[src/hw/lock_loop_pkg.sv]
// constants for the lock loop control register block
package lock_loop_pkg;
   // ----------------------------------------------------------------
   // bus widths
   // ----------------------------------------------------------------
   localparam int ADDR_W = 16;
   localparam int DATA_W = 16;
   // ----------------------------------------------------------------
   // register offsets
   // ----------------------------------------------------------------
   localparam logic [15:0] OFS_LOOP1_REF_SOURCE_SEL = 16'h0176;
   localparam logic [15:0] OFS_LOOP1_GAIN_CTRL = 16'h0179;
   localparam logic [15:0] OFS_LOOP1_SYNC_ENABLE = 16'h0181;
   localparam logic [15:0] OFS_LOOP1_SYNC_INTEGER = 16'h0182;
   localparam logic [15:0] OFS_LOOP1_SYNC_NUMERATOR = 16'h0183;
   localparam logic [15:0] OFS_LOOP1_SYNC_DENOMINATOR = 16'h0184;
   localparam logic [15:0] OFS_LOOP1_SYNC_RATIO = 16'h0185;
   localparam logic [15:0] OFS_LOOP1_SYNC_REF_SELECT = 16'h0186;
   localparam logic [15:0] OFS_LOOP1_SYNC_GAIN_BW = 16'h0187;
   localparam logic [15:0] OFS_LOOP2_ENABLE_CTRL = 16'h0191;
   localparam logic [15:0] OFS_LOOP2_UPDATE_INTEGER = 16'h0192;
   localparam logic [15:0] OFS_LOOP2_NUMERATOR = 16'h0193;
   localparam logic [15:0] OFS_LOOP2_DENOMINATOR = 16'h0194;
   localparam logic [15:0] OFS_LOOP2_RATIO_OUTDIV = 16'h0195;
   localparam logic [15:0] OFS_LOOP2_REF_SELECT_DIV = 16'h0196;
   // ----------------------------------------------------------------
   // field positions
   // ----------------------------------------------------------------
   localparam int POS_ENABLE = 0;
   localparam int POS_UPDATE = 15;
   localparam int POS_INT_LSB = 0;
   localparam int INT_W = 10;
   localparam int POS_VCO_LSB = 8;
   localparam int VCO_W = 4;
   localparam int SYNC_VCO_W = 3;
   localparam int POS_OUTDIV_LSB = 1;
   localparam int OUTDIV_W = 3;
   localparam int POS_PREDIV_LSB = 6;
   localparam int PREDIV_W = 2;
   localparam int POS_SRC_LSB = 0;
   localparam int SRC_W = 4;
   localparam int POS_GAIN_LSB = 2;
   localparam int GAIN_W = 4;
   localparam int POS_BW = 0;
   // ----------------------------------------------------------------
   // reset values
   // ----------------------------------------------------------------
   localparam logic [9:0] RST_INTEGER = 10'h008;
   localparam logic [15:0] RST_NUMERATOR = 16'h0018;
   localparam logic [15:0] RST_DENOMINATOR = 16'h007d;
   localparam logic [2:0] RST_OUTDIV2 = 3'h6;
   localparam logic [9:0] RST_SYNC_INTEGER = 10'h000;
   localparam logic [15:0] RST_SYNC_FRACTION = 16'h0000;
   localparam logic RST_SYNC_BW = 1'b1;
   // ----------------------------------------------------------------
   // decode limits
   // ----------------------------------------------------------------
   localparam logic [2:0] OUTDIV_MIN = 3'h2;
   localparam logic [3:0] GAIN_SAT_CODE = 4'h8;
   localparam logic [8:0] GAIN_MAX = 9'h100;
   localparam logic [15:0] SRC_VALID_MAP = 16'h573b;
endpackage

[src/hw/ratio_shadow.sv]
// pending and running copy of one loop ratio field
`timescale 1ns/100ps
module ratio_shadow #(
   parameter int WIDTH = 16,
   parameter logic [WIDTH-1:0] RESET = '0
) (
   input wire logic clock_i,
   input wire logic arst_n_i,
   input wire logic loop_enable_i,
   input wire logic write_i,
   input wire logic [WIDTH-1:0] wdata_i,
   input wire logic update_i,
   output logic [WIDTH-1:0] pending_o,
   output logic [WIDTH-1:0] running_o
);
   // ----------------------------------------------------------------
   // pending copy, always written
   // ----------------------------------------------------------------
   always_ff @(posedge clock_i or negedge arst_n_i)
   begin
      if (!arst_n_i)
         pending_o <= RESET;
      else if (write_i)
         pending_o <= wdata_i;
   end
   // ----------------------------------------------------------------
   // running copy
   // ----------------------------------------------------------------
   always_ff @(posedge clock_i or negedge arst_n_i)
   begin
      if (!arst_n_i)
         running_o <= RESET;
      else if (loop_enable_i && update_i)
         running_o <= write_i ? wdata_i : pending_o;
      else if (!loop_enable_i && write_i)
         running_o <= wdata_i;
   end
endmodule // ratio_shadow

[src/hw/lock_loop_control_regs.sv]
// control registers for the two frequency-locked loops
//
// Functional notes
// - update strobe applies pending ratios when enabled
// - integer multiplier 10 bits, reset eight, gated
// - fraction numerator 16 bits, reset 0x18, gated
// - fraction denominator 16 bits, reset 0x7d
// - vco ratio divides by code plus one
// - output divider code 2..7, loop two 6
// - reference predivider divides by 1,2,4,8
// - reference source select with reserved codes
// - loop gain two to code, saturates 256
// - synchroniser integer multiplier 10 bits, reset zero
// - synchroniser numerator and denominator reset zero
// - synchroniser vco ratio 1,2,4,8, else 16
// - synchroniser predivider divides by 1,2,4,8
// - synchroniser source select uses same codes
// - synchroniser gain plus bandwidth select bit
// - disabled loop takes ratio writes directly
`timescale 1ns/100ps
module lock_loop_control_regs (
   input wire logic clock_i,
   input wire logic arst_n_i,
   input wire logic [15:0] reg_addr_i,
   input wire logic reg_write_i,
   input wire logic reg_read_i,
   input wire logic [15:0] reg_wdata_i,
   output logic [15:0] reg_rdata_o,
   output logic reg_rvalid_o,
   output logic [3:0] loop1_ref_source_select_o,
   output logic loop1_ref_source_valid_o,
   output logic [3:0] loop1_ref_divide_o,
   output logic [8:0] loop1_loop_gain_o,
   output logic loop1_sync_path_enable_o,
   output logic [9:0] loop1_sync_integer_multiplier_o,
   output logic [15:0] loop1_sync_numerator_o,
   output logic [15:0] loop1_sync_denominator_o,
   output logic [4:0] loop1_sync_vco_ratio_o,
   output logic [3:0] loop1_sync_predivide_o,
   output logic [3:0] loop1_sync_source_select_o,
   output logic loop1_sync_source_valid_o,
   output logic [8:0] loop1_sync_gain_o,
   output logic loop1_sync_bandwidth_select_o,
   output logic loop2_loop_enable_o,
   output logic [9:0] loop2_integer_multiplier_o,
   output logic [15:0] loop2_fraction_numerator_o,
   output logic [15:0] loop2_fraction_denominator_o,
   output logic [4:0] loop2_vco_ratio_o,
   output logic [2:0] loop2_output_divider_o,
   output logic loop2_output_divider_valid_o,
   output logic [3:0] loop2_ref_predivide_o,
   output logic [3:0] loop2_ref_source_select_o,
   output logic loop2_ref_source_valid_o
);
   // ----------------------------------------------------------------
   // decode helpers
   // ----------------------------------------------------------------
   function automatic logic [8:0] gain_value(input logic [3:0] code);
      logic [8:0] result;
      result = 9'h001;
      if (code >= lock_loop_pkg::GAIN_SAT_CODE)
         result = lock_loop_pkg::GAIN_MAX;
      else
         result = 9'(9'h001 << code[2:0]);
      return result;
   endfunction

   function automatic logic [3:0] predivide_value(input logic [1:0] code);
      return 4'(4'h1 << code);
   endfunction

   function automatic logic src_valid(input logic [3:0] code);
      return lock_loop_pkg::SRC_VALID_MAP[code];
   endfunction

   // ----------------------------------------------------------------
   // write decode
   // ----------------------------------------------------------------
   logic wr_l1_src;
   logic wr_l1_gain;
   logic wr_l1_sen;
   logic wr_l1_sint;
   logic wr_l1_snum;
   logic wr_l1_sden;
   logic wr_l1_sratio;
   logic wr_l1_ssel;
   logic wr_l1_sgain;
   logic wr_l2_en;
   logic wr_l2_int;
   logic wr_l2_num;
   logic wr_l2_den;
   logic wr_l2_ratio;
   logic wr_l2_sel;
   logic update_pulse;

   assign wr_l1_src = reg_write_i && (reg_addr_i == lock_loop_pkg::OFS_LOOP1_REF_SOURCE_SEL);
   assign wr_l1_gain = reg_write_i && (reg_addr_i == lock_loop_pkg::OFS_LOOP1_GAIN_CTRL);
   assign wr_l1_sen = reg_write_i && (reg_addr_i == lock_loop_pkg::OFS_LOOP1_SYNC_ENABLE);
   assign wr_l1_sint = reg_write_i && (reg_addr_i == lock_loop_pkg::OFS_LOOP1_SYNC_INTEGER);
   assign wr_l1_snum = reg_write_i && (reg_addr_i == lock_loop_pkg::OFS_LOOP1_SYNC_NUMERATOR);
   assign wr_l1_sden = reg_write_i && (reg_addr_i == lock_loop_pkg::OFS_LOOP1_SYNC_DENOMINATOR);
   assign wr_l1_sratio = reg_write_i && (reg_addr_i == lock_loop_pkg::OFS_LOOP1_SYNC_RATIO);
   assign wr_l1_ssel = reg_write_i && (reg_addr_i == lock_loop_pkg::OFS_LOOP1_SYNC_REF_SELECT);
   assign wr_l1_sgain = reg_write_i && (reg_addr_i == lock_loop_pkg::OFS_LOOP1_SYNC_GAIN_BW);
   assign wr_l2_en = reg_write_i && (reg_addr_i == lock_loop_pkg::OFS_LOOP2_ENABLE_CTRL);
   assign wr_l2_int = reg_write_i && (reg_addr_i == lock_loop_pkg::OFS_LOOP2_UPDATE_INTEGER);
   assign wr_l2_num = reg_write_i && (reg_addr_i == lock_loop_pkg::OFS_LOOP2_NUMERATOR);
   assign wr_l2_den = reg_write_i && (reg_addr_i == lock_loop_pkg::OFS_LOOP2_DENOMINATOR);
   assign wr_l2_ratio = reg_write_i && (reg_addr_i == lock_loop_pkg::OFS_LOOP2_RATIO_OUTDIV);
   assign wr_l2_sel = reg_write_i && (reg_addr_i == lock_loop_pkg::OFS_LOOP2_REF_SELECT_DIV);
   // strobe is never stored, only decoded from the write
   assign update_pulse = wr_l2_int && reg_wdata_i[lock_loop_pkg::POS_UPDATE];

   // ----------------------------------------------------------------
   // loop one fields
   // ----------------------------------------------------------------
   logic [3:0] l1_src_reg;
   logic [1:0] l1_prediv_reg;
   logic [3:0] l1_gain_reg;

   always_ff @(posedge clock_i or negedge arst_n_i)
   begin
      if (!arst_n_i)
      begin
         l1_src_reg <= 4'h0;
         l1_prediv_reg <= 2'h0;
      end
      else if (wr_l1_src)
      begin
         l1_src_reg <= reg_wdata_i[lock_loop_pkg::POS_SRC_LSB +: lock_loop_pkg::SRC_W];
         l1_prediv_reg <= reg_wdata_i[lock_loop_pkg::POS_PREDIV_LSB +: lock_loop_pkg::PREDIV_W];
      end
   end

   always_ff @(posedge clock_i or negedge arst_n_i)
   begin
      if (!arst_n_i)
         l1_gain_reg <= 4'h0;
      else if (wr_l1_gain)
         l1_gain_reg <= reg_wdata_i[lock_loop_pkg::POS_GAIN_LSB +: lock_loop_pkg::GAIN_W];
   end

   // ----------------------------------------------------------------
   // loop one synchroniser path
   // ----------------------------------------------------------------
   logic s1_en_reg;
   logic [9:0] s1_int_reg;
   logic [15:0] s1_num_reg;
   logic [15:0] s1_den_reg;
   logic [2:0] s1_ratio_reg;
   logic [1:0] s1_prediv_reg;
   logic [3:0] s1_src_reg;
   logic [3:0] s1_gain_reg;
   logic s1_bw_reg;

   always_ff @(posedge clock_i or negedge arst_n_i)
   begin
      if (!arst_n_i)
         s1_en_reg <= 1'b0;
      else if (wr_l1_sen)
         s1_en_reg <= reg_wdata_i[lock_loop_pkg::POS_ENABLE];
   end

   always_ff @(posedge clock_i or negedge arst_n_i)
   begin
      if (!arst_n_i)
      begin
         s1_int_reg <= lock_loop_pkg::RST_SYNC_INTEGER;
         s1_num_reg <= lock_loop_pkg::RST_SYNC_FRACTION;
         s1_den_reg <= lock_loop_pkg::RST_SYNC_FRACTION;
      end
      else
      begin
         if (wr_l1_sint)
            s1_int_reg <= reg_wdata_i[lock_loop_pkg::POS_INT_LSB +: lock_loop_pkg::INT_W];
         if (wr_l1_snum)
            s1_num_reg <= reg_wdata_i;
         if (wr_l1_sden)
            s1_den_reg <= reg_wdata_i;
      end
   end

   always_ff @(posedge clock_i or negedge arst_n_i)
   begin
      if (!arst_n_i)
      begin
         s1_ratio_reg <= 3'h0;
         s1_prediv_reg <= 2'h0;
         s1_src_reg <= 4'h0;
         s1_gain_reg <= 4'h0;
         s1_bw_reg <= lock_loop_pkg::RST_SYNC_BW;
      end
      else
      begin
         if (wr_l1_sratio)
            s1_ratio_reg <= reg_wdata_i[lock_loop_pkg::POS_VCO_LSB +: lock_loop_pkg::SYNC_VCO_W];
         if (wr_l1_ssel)
         begin
            s1_prediv_reg <= reg_wdata_i[lock_loop_pkg::POS_PREDIV_LSB +: lock_loop_pkg::PREDIV_W];
            s1_src_reg <= reg_wdata_i[lock_loop_pkg::POS_SRC_LSB +: lock_loop_pkg::SRC_W];
         end
         if (wr_l1_sgain)
         begin
            s1_gain_reg <= reg_wdata_i[lock_loop_pkg::POS_GAIN_LSB +: lock_loop_pkg::GAIN_W];
            s1_bw_reg <= reg_wdata_i[lock_loop_pkg::POS_BW];
         end
      end
   end

   // ----------------------------------------------------------------
   // loop two main path
   // ----------------------------------------------------------------
   logic l2_en_reg;
   logic [9:0] l2_int_pending;
   logic [15:0] l2_num_pending;
   logic [15:0] l2_den_reg;
   logic [3:0] l2_vco_reg;
   logic [2:0] l2_outdiv_reg;
   logic [1:0] l2_prediv_reg;
   logic [3:0] l2_src_reg;

   always_ff @(posedge clock_i or negedge arst_n_i)
   begin
      if (!arst_n_i)
         l2_en_reg <= 1'b0;
      else if (wr_l2_en)
         l2_en_reg <= reg_wdata_i[lock_loop_pkg::POS_ENABLE];
   end

   ratio_shadow #(
      .WIDTH(10),
      .RESET(lock_loop_pkg::RST_INTEGER)
   ) integer_shadow (
      .clock_i(clock_i),
      .arst_n_i(arst_n_i),
      .loop_enable_i(l2_en_reg),
      .write_i(wr_l2_int),
      .wdata_i(reg_wdata_i[lock_loop_pkg::POS_INT_LSB +: lock_loop_pkg::INT_W]),
      .update_i(update_pulse),
      .pending_o(l2_int_pending),
      .running_o(loop2_integer_multiplier_o)
   );

   ratio_shadow #(
      .WIDTH(16),
      .RESET(lock_loop_pkg::RST_NUMERATOR)
   ) numerator_shadow (
      .clock_i(clock_i),
      .arst_n_i(arst_n_i),
      .loop_enable_i(l2_en_reg),
      .write_i(wr_l2_num),
      .wdata_i(reg_wdata_i),
      .update_i(update_pulse),
      .pending_o(l2_num_pending),
      .running_o(loop2_fraction_numerator_o)
   );

   always_ff @(posedge clock_i or negedge arst_n_i)
   begin
      if (!arst_n_i)
         l2_den_reg <= lock_loop_pkg::RST_DENOMINATOR;
      else if (wr_l2_den)
         l2_den_reg <= reg_wdata_i;
   end

   always_ff @(posedge clock_i or negedge arst_n_i)
   begin
      if (!arst_n_i)
      begin
         l2_vco_reg <= 4'h0;
         l2_outdiv_reg <= lock_loop_pkg::RST_OUTDIV2;
      end
      else if (wr_l2_ratio)
      begin
         l2_vco_reg <= reg_wdata_i[lock_loop_pkg::POS_VCO_LSB +: lock_loop_pkg::VCO_W];
         l2_outdiv_reg <= reg_wdata_i[lock_loop_pkg::POS_OUTDIV_LSB +: lock_loop_pkg::OUTDIV_W];
      end
   end

   always_ff @(posedge clock_i or negedge arst_n_i)
   begin
      if (!arst_n_i)
      begin
         l2_prediv_reg <= 2'h0;
         l2_src_reg <= 4'h0;
      end
      else if (wr_l2_sel)
      begin
         l2_prediv_reg <= reg_wdata_i[lock_loop_pkg::POS_PREDIV_LSB +: lock_loop_pkg::PREDIV_W];
         l2_src_reg <= reg_wdata_i[lock_loop_pkg::POS_SRC_LSB +: lock_loop_pkg::SRC_W];
      end
   end

   // ----------------------------------------------------------------
   // decoded outputs
   // ----------------------------------------------------------------
   assign loop1_ref_source_select_o = l1_src_reg;
   assign loop1_ref_source_valid_o = src_valid(l1_src_reg);
   assign loop1_ref_divide_o = predivide_value(l1_prediv_reg);
   assign loop1_loop_gain_o = gain_value(l1_gain_reg);
   assign loop1_sync_path_enable_o = s1_en_reg;
   assign loop1_sync_integer_multiplier_o = s1_int_reg;
   assign loop1_sync_numerator_o = s1_num_reg;
   assign loop1_sync_denominator_o = s1_den_reg;
   assign loop1_sync_vco_ratio_o = s1_ratio_reg[2] ? 5'h10 : 5'(5'h01 << s1_ratio_reg[1:0]);
   assign loop1_sync_predivide_o = predivide_value(s1_prediv_reg);
   assign loop1_sync_source_select_o = s1_src_reg;
   assign loop1_sync_source_valid_o = src_valid(s1_src_reg);
   assign loop1_sync_gain_o = gain_value(s1_gain_reg);
   assign loop1_sync_bandwidth_select_o = s1_bw_reg;
   assign loop2_loop_enable_o = l2_en_reg;
   assign loop2_fraction_denominator_o = l2_den_reg;
   assign loop2_vco_ratio_o = 5'({1'b0, l2_vco_reg} + 5'h01);
   assign loop2_output_divider_o = l2_outdiv_reg;
   assign loop2_output_divider_valid_o = (l2_outdiv_reg >= lock_loop_pkg::OUTDIV_MIN);
   assign loop2_ref_predivide_o = predivide_value(l2_prediv_reg);
   assign loop2_ref_source_select_o = l2_src_reg;
   assign loop2_ref_source_valid_o = src_valid(l2_src_reg);

   // ----------------------------------------------------------------
   // read back
   // ----------------------------------------------------------------
   logic [15:0] read_next;

   always_comb
   begin
      read_next = 16'h0000;
      case (reg_addr_i)
         lock_loop_pkg::OFS_LOOP1_REF_SOURCE_SEL: read_next = {8'h00, l1_prediv_reg, 2'h0, l1_src_reg};
         lock_loop_pkg::OFS_LOOP1_GAIN_CTRL: read_next = {10'h000, l1_gain_reg, 2'h0};
         lock_loop_pkg::OFS_LOOP1_SYNC_ENABLE: read_next = {15'h0000, s1_en_reg};
         lock_loop_pkg::OFS_LOOP1_SYNC_INTEGER: read_next = {6'h00, s1_int_reg};
         lock_loop_pkg::OFS_LOOP1_SYNC_NUMERATOR: read_next = s1_num_reg;
         lock_loop_pkg::OFS_LOOP1_SYNC_DENOMINATOR: read_next = s1_den_reg;
         lock_loop_pkg::OFS_LOOP1_SYNC_RATIO: read_next = {5'h00, s1_ratio_reg, 8'h00};
         lock_loop_pkg::OFS_LOOP1_SYNC_REF_SELECT: read_next = {8'h00, s1_prediv_reg, 2'h0, s1_src_reg};
         lock_loop_pkg::OFS_LOOP1_SYNC_GAIN_BW: read_next = {10'h000, s1_gain_reg, 1'b0, s1_bw_reg};
         lock_loop_pkg::OFS_LOOP2_ENABLE_CTRL: read_next = {15'h0000, l2_en_reg};
         lock_loop_pkg::OFS_LOOP2_UPDATE_INTEGER: read_next = {6'h00, l2_int_pending};
         lock_loop_pkg::OFS_LOOP2_NUMERATOR: read_next = l2_num_pending;
         lock_loop_pkg::OFS_LOOP2_DENOMINATOR: read_next = l2_den_reg;
         lock_loop_pkg::OFS_LOOP2_RATIO_OUTDIV: read_next = {4'h0, l2_vco_reg, 4'h0, l2_outdiv_reg, 1'b0};
         lock_loop_pkg::OFS_LOOP2_REF_SELECT_DIV: read_next = {8'h00, l2_prediv_reg, 2'h0, l2_src_reg};
         default: read_next = 16'h0000;
      endcase
   end

   always_ff @(posedge clock_i or negedge arst_n_i)
   begin
      if (!arst_n_i)
      begin
         reg_rdata_o <= 16'h0000;
         reg_rvalid_o <= 1'b0;
      end
      else
      begin
         reg_rvalid_o <= reg_read_i;
         if (reg_read_i)
            reg_rdata_o <= read_next;
      end
   end
endmodule // lock_loop_control_regs

[config.mk]
export PLATFORM = sky130hd
export DESIGN_NAME = lock_loop_control_regs
export DESIGN_NICKNAME = d
export VERILOG_FILES = /design/src/hw/lock_loop_pkg.sv /design/src/hw/ratio_shadow.sv /design/src/hw/lock_loop_control_regs.sv
export SDC_FILE = /design/constraint.sdc
export NUM_CORES = 1
export LEC_CHECK = 0
export BUFFER_PORTS_ARGS = -buffer_cell sky130_fd_sc_hd__buf_2
export CAP_MARGIN = 20
export CORE_MARGIN = 2
export CORE_UTILIZATION = 30
export DETAILED_ROUTE_END_ITERATION = 6
export PLACE_DENSITY = 0.58
export SYNTH_ARGS = -nofsm -noshare
export SYNTH_HDL_FRONTEND = slang
export SYNTH_SLANG_ARGS = --single-unit
[constraint.sdc]
create_clock -name clock_i -period 1.8 [get_ports clock_i]
set_clock_uncertainty 0.15 [all_clocks]
set_input_delay 0.09 -clock clock_i [delete_from_list [all_inputs] [get_ports clock_i]]
set_output_delay 0.09 -clock clock_i [all_outputs]
set_load 0.01 [all_outputs]
* After elaboration in Yosys (flattened, before gate mapping)
Memories as Yosys holds them, arrays and structs flattened.
Index checks and enable logic that the tools add are counted.
W data, S select, Z words.
** Storage, ports and cells
- Bits in registers :: 166
- Bits of input ports :: 36
- Word-level logic and storage cells :: 90
- Output and inout port bits :: 163
- Memory bits (read-only) :: 48
- Memories :: 3
** Operators by class
- $add $sub $neg :: 1
- Shifts and indexed selects :: 6
- Reduce and logical (&&, ||, !) cells :: 22
- Magnitude comparators :: 6
- Multiplexer cells :: 13
- Equality and inequality tests :: 15
** Memory list
- (name not given) :: depth 16, width 1, rd ports 1, clocked after memory_dff 0, write ports 0, RTL line lock_loop_control_regs.sv:73 : return lock_loop_pkg::SRC_VALID_MAP[code];
- (name not given) :: depth 16, width 1, rd ports 1, clocked after memory_dff 0, write ports 0, RTL line lock_loop_control_regs.sv:73
- (name not given) :: depth 16, width 1, rd ports 1, clocked after memory_dff 0, write ports 0, RTL line lock_loop_control_regs.sv:73
** Operators with widths (count)
- $eq A16 B9 Y1 const B :: 15
- $pmux W16 S15 :: 1
- $mux W16 :: 3
- $mux W10 :: 3
- $logic_and A1 B1 Y1 :: 19
- $mux W9 :: 2
- $shl A1 B3 Y9 const A :: 2
- $lt A4 B5 Y1 const B :: 3
- $shl A1 B2 Y4 const A :: 3
- $ge A4 B4 Y1 const B :: 2
- $add A4 B1 Y5 const B :: 1
- $mux W5 :: 1
- $shl A1 B2 Y5 const A :: 1
- $reduce_bool A2 Y1 :: 2
- $ge A3 B2 Y1 const B :: 1
- $mux W1 :: 3
- $logic_not A1 Y1 :: 1

* Logic depth before layout (Yosys ltp)
- Depth after elaboration :: 5
- Gate-level depth with buffers :: 8
- Mapped depth without buffers :: 5

* Cells and area by module
Synthesis repeated with hierarchy kept, for this count alone.
** Second synthesis, totals
- Cells, all modules :: 726
- Area total of the unflattened synthesis :: 8287.9 sq um
** By module, submodules not included
- lock_loop_control_regs :: cells each 493, area each 5973.2 sq um, sequential area each 2864.0 sq um, instances 1
- ratio_shadow (numerator_shadow) :: cells each 144, area each 1431.4 sq um, sequential area each 805.8 sq um, instances 1
- ratio_shadow (integer_shadow) :: cells each 89, area each 883.3 sq um, sequential area each 503.0 sq um, instances 1

* Least setup slack after synthesis
No wires, ideal clock.
- Path kind :: input to register
- From :: input port reg_addr_i[13]
- To :: register s1_src_reg[0] (netlist: loop1_sync_source_select_o[0])
- Cell stages on the path :: 7
- Data arrival time :: 1.857 ns
- Library setup time :: 0.125 ns
- Path buffers :: 2
- Setup slack :: -0.332 ns
- Data required time :: 1.525 ns
- Cell sequence :: or4_1 > buf_4 > buf_8 > nor3_2 > nand2_1 > nor2_2 > mux2_2
** On the way
- Cells in the longest elaborated chain, start to end :: 2
** Ends and longest elaborated chain
- start: declaration :: RTL line lock_loop_control_regs.sv:24 : input wire logic [15:0] reg_addr_i,
- $eq A16 B9 Y1 :: RTL line lock_loop_control_regs.sv:103 : assign wr_l1_ssel = reg_write_i && (reg_addr_i == lock_loop_pkg::OFS_LOOP1_SYNC_REF_SELECT);
- $logic_and A1 B1 Y1 :: RTL line lock_loop_control_regs.sv:103
- end signal: assignment :: RTL line lock_loop_control_regs.sv:200 : s1_src_reg <= reg_wdata_i[lock_loop_pkg::POS_SRC_LSB +: lock_loop_pkg::SRC_W];
- end: declaration :: RTL line lock_loop_control_regs.sv:152 : logic [3:0] s1_src_reg;
Every way passes these cells.
A chain may end at the register's enable or synchronous reset.

* Final worst setup path
- From :: input port reg_addr_i[14]
- To :: register s1_src_reg[0] (netlist: loop1_sync_source_select_o[0])
The elaborated chain is that of the path after synthesis.

==> metrics.md <==
| Metric | Value |
|---|---|
| Switch share | 0.223 |
| Worst Path Max Fanout | 6 |
| CP required | 1970 ps |
| Leak | 6.27 nW |
| Clk sinks | 166 |
| Die footprint | 29200 um^2 |
| DRT met1 WL | 13.7 mm |
| Die height | 171 um |
| ANT cells | 0 |
| Number of H-tree levels | 4 |
| Detailed-route vias per instance | 5.15 |
| First-pass GRT wire length | 45.7 mm |
| Cell taking the most area after synthesis | dfrtp_1 |
| Achievable frequency | 0.552 GHz |
| Worst setup EP type | flop |
| Clock Latency Late Sink | 430 ps |
| DR WL/cell | 21.6 um |
| Syn Area/Cell | 12.0 um^2 |
| PnR worst setup slack | -10.3 ps |
| Seq/Total Area, Yosys | 0.499 |
| Inst Count DP | 1346 |
| Sw Pwr | 0.00185 W |
| Max-slew violations | 0 |
| I/O pin total | 199 |
| Worst path arrival time | 1980 ps |
| Maximum vdd drop | 0.544 mV |
| Synthesis-stage register bit count | 166 |
| Share of layout cells above drive strength 1 | 0.522 |
| Period utilization | 1.01 |
| Top Metal Used | met4 |
| Clk buf depth | 2 |
| Flop pwr share | 0.451 |
| Internal power | 0.00643 W |
| # port buffers | 198 |
| Post-DP HPWL | 23.0 mm |
| Top post-synthesis cells by area | dfrtp_1, mux2_1, mux2_2 |
| Detailed Route Iter0 Violations | 642 |
| Initial antenna violation count | 0 |
| CTS Buf Count | 17 |
| Max Cap Violations | 0 |
| DR pass1 iterations | 5 |
| DP Area | 11000 um^2 |
| Synth warnings | 0 |
| Via count | 7265 |
| Length of routed met3 wiring | 1.95 mm |
| Largest net degree at the start of global routing | 49 |
| Fraction of registers with async set/reset | 1.00 |
| Clock share of power | 0.490 |
| Finished Layout Cells | 1410 |
| Synthesized Nets | 735 |
| Vias in the first global route | 7305 |
| Tot GR Track Use | 0.212 |
| Critical-path top delay cell | or4_4 |
| Critical path's largest stage delay | 650 ps |
| Final wirelength | 30.5 mm |
| Cells after synthesis | 698 |
| Post-synthesis instance area | 8360 um^2 |
| PD cells | 687 nW/um^2 |
| Placeable Area | 27600 um^2 |
| CTS tree | done |
| Number of synthesized flops with an enable pin | 0 |
| Worst min path class | input pin to async pin |
| Fill cell count | 2621 |
| Worst Tran Pin Value | 517 ps |
| Starting Density | 0.303 |
| Total power | 0.00828 W |
| Final nets | 1056 |
| Detail Route met2 WL | 14.1 mm |
| Final Hold Fails | 0 |
| Library cells used by synthesis | 69 |
| RSZ-0062 raised after global routing | yes |
| Critical Path Start Type | input pin |
| Failing checks | setup timing |
| Synth top area share | 0.452 |
| Num rows | 61 |
| DRC violations left | 0 |
| Worst path cell trace | buf_6 -> or4_4 -> buf_12 -> nor3_4 -> nand2_4 -> nor2_4 -> mux2_2 |
| Die Wd | 171 um |
| Logic gate share of total power | 0.059 |
| Slew headroom | 0.655 |
| Final min period | 1810 ps |
| DRT antenna net count | 0 |
| CP Class | input pin to flop |
| Routability-driven placement congestion ratio | 0.950 |
| CTS root buf | clkbuf_16 |
| Status | finished with violations |
| Clock slew at reported path FFs | 70 ps |
| Fin area | 12000 um^2 |
| Final setup viols | 3 |
| Layout area overhead | 44.1% |
| GR Overflow Total | 0 |
| Main synth FF type | dfrtp_1 |
[cells in the final DEF, fill, tap and decap left out, types with 6 or more instances in the layout]
cell type,count
buf_12,17
dlygate4sd3_1,18
mux2_4,61
dfstp_2,15
mux2_1,23
mux2_2,38
buf_4,116
nor4_4,13
clkbuf_16,19
nor2b_1,10
buf_2,195
dfrtp_1,147
a22oi_1,22
a32oi_1,7
inv_1,8
a222oi_1,10
mux2i_1,6
nor2_1,29
nand2b_1,7
a22o_1,10
o21ai_0,6
nor3_1,20
o2bb2ai_1,11
nand2_1,62
and3_1,13
o22ai_1,7
[worst max-delay path: cells and delay by family]
| kind | cells | cell delay, ps |
|---|---|---|
| buf+inv | 2 | 280 |
| mux | 1 | 360 |
| simple gates | 4 | 1240 |
[routing by layer]
metal	vias up	global-route usage
met5	-	0
met4	0	0.0667
met3	40	0.0412
met2	289	0.343
met1	3682	0.286
li1	3254	-
[cell usage after synthesis, drive strengths merged (12+ instances only)]
| cell type | number |
|---|---|
| dfrtp | 151 |
| mux2 | 122 |
| nand2 | 68 |
| nor2 | 33 |
| nor3 | 27 |
| clkbuf | 26 |
| buf | 25 |
| a22oi | 23 |
| nor4 | 21 |
| dfstp | 15 |
| and3 | 13 |
| o22ai | 12 |
[power by group through the flow]
stage          clock network, W  logic, W  registers, W
2_1_floorplan                 0  0.000153       0.00381
3_3_place_gp                  0  0.000431       0.00380
3_5_place_dp                  0  0.000432       0.00380
4_1_cts                 0.00414  0.000466       0.00373
5_1_grt                 0.00431  0.000522       0.00373
6_report                0.00406  0.000485       0.00374
[what timing repair did]
item	4_1_cts	5_1_grt
hold endpoints to repair	240	0
cloned	0	2
setup endpoints to repair	14	59
gates resized for setup	1	20
hold buffers	18	0
pin swaps	6	10
buffers inserted	3	9
[metrics by stage]
step / setup slack [ps] / setup TNS, ps / hold WS (ps) / util
floorplan: -286 / -25170 / -356 / -
global placement: -526 / -56820 / -69.6 / 0.397
detailed placement: -476 / -58210 / -66.7 / 0.397
CTS: -1.04 / -1.04 / 69.6 / 0.428
global route: -66.6 / -761 / 84.2 / 0.436
finish: -10.3 / -16.4 / 59.2 / 0.436
[area by class of cell]
class / instances / area [um^2] / share of cell area
multi-input cells: 473 / 4250 / 0.352
flip-flops and latches: 166 / 4180 / 0.347
repair buffers: 353 / 2470 / 0.205
well taps: 378 / 473 / 0.0393
clock buffers: 21 / 450 / 0.0374
clock inverters: 11 / 198 / 0.0164
inverters: 8 / 30.0 / 0.00249
[worst paths after layout]
| kind | startpoint | endpoint | slack, ps | cells past startpoint |
|---|---|---|---|---|
| min | arst_n_i | loop2_loop_enable_o$_DFFE_PN0P_ | 60 | 2 |
| min in group clock_i | reg_write_i | l1_gain_reg[2]$_DFFE_PN0P_ | 140 | 4 |
| min reg2reg | integer_shadow.pending_o[1]$_DFF_PN0_ | integer_shadow.pending_o[1]$_DFF_PN0_ | 320 | 2 |
| max | reg_addr_i[14] | loop1_sync_source_select_o[0]$_DFFE_PN0P_ | -10 | 7 |
| max in group asynchronous | arst_n_i | integer_shadow.running_o[3]$_DFFE_PN1P_ | 790 | 3 |
| max reg2reg | loop1_sync_denominator_o[10]$_DFFE_PN0P_ | reg_rdata_o[10]$_DFFE_PN0P_ | 10 | 5 |
[kinds of logic (layout without fill, tap and decap cells)]
logic type                 after synthesis  count (layout)  share of synthesized area
AOI/OAI and AO/OA                      108             108                     0.0998
adders and majority gates                1               1                    0.00150
buffers and inverters                   59             393                     0.0364
DFF                                    166             166                      0.499
muxes                                  128             128                      0.182
and+or+nand+nor                        234             234                      0.179
xor gates and xnor gates                 2               2                    0.00210
Note: power is estimated with default switching activity, not from simulation.
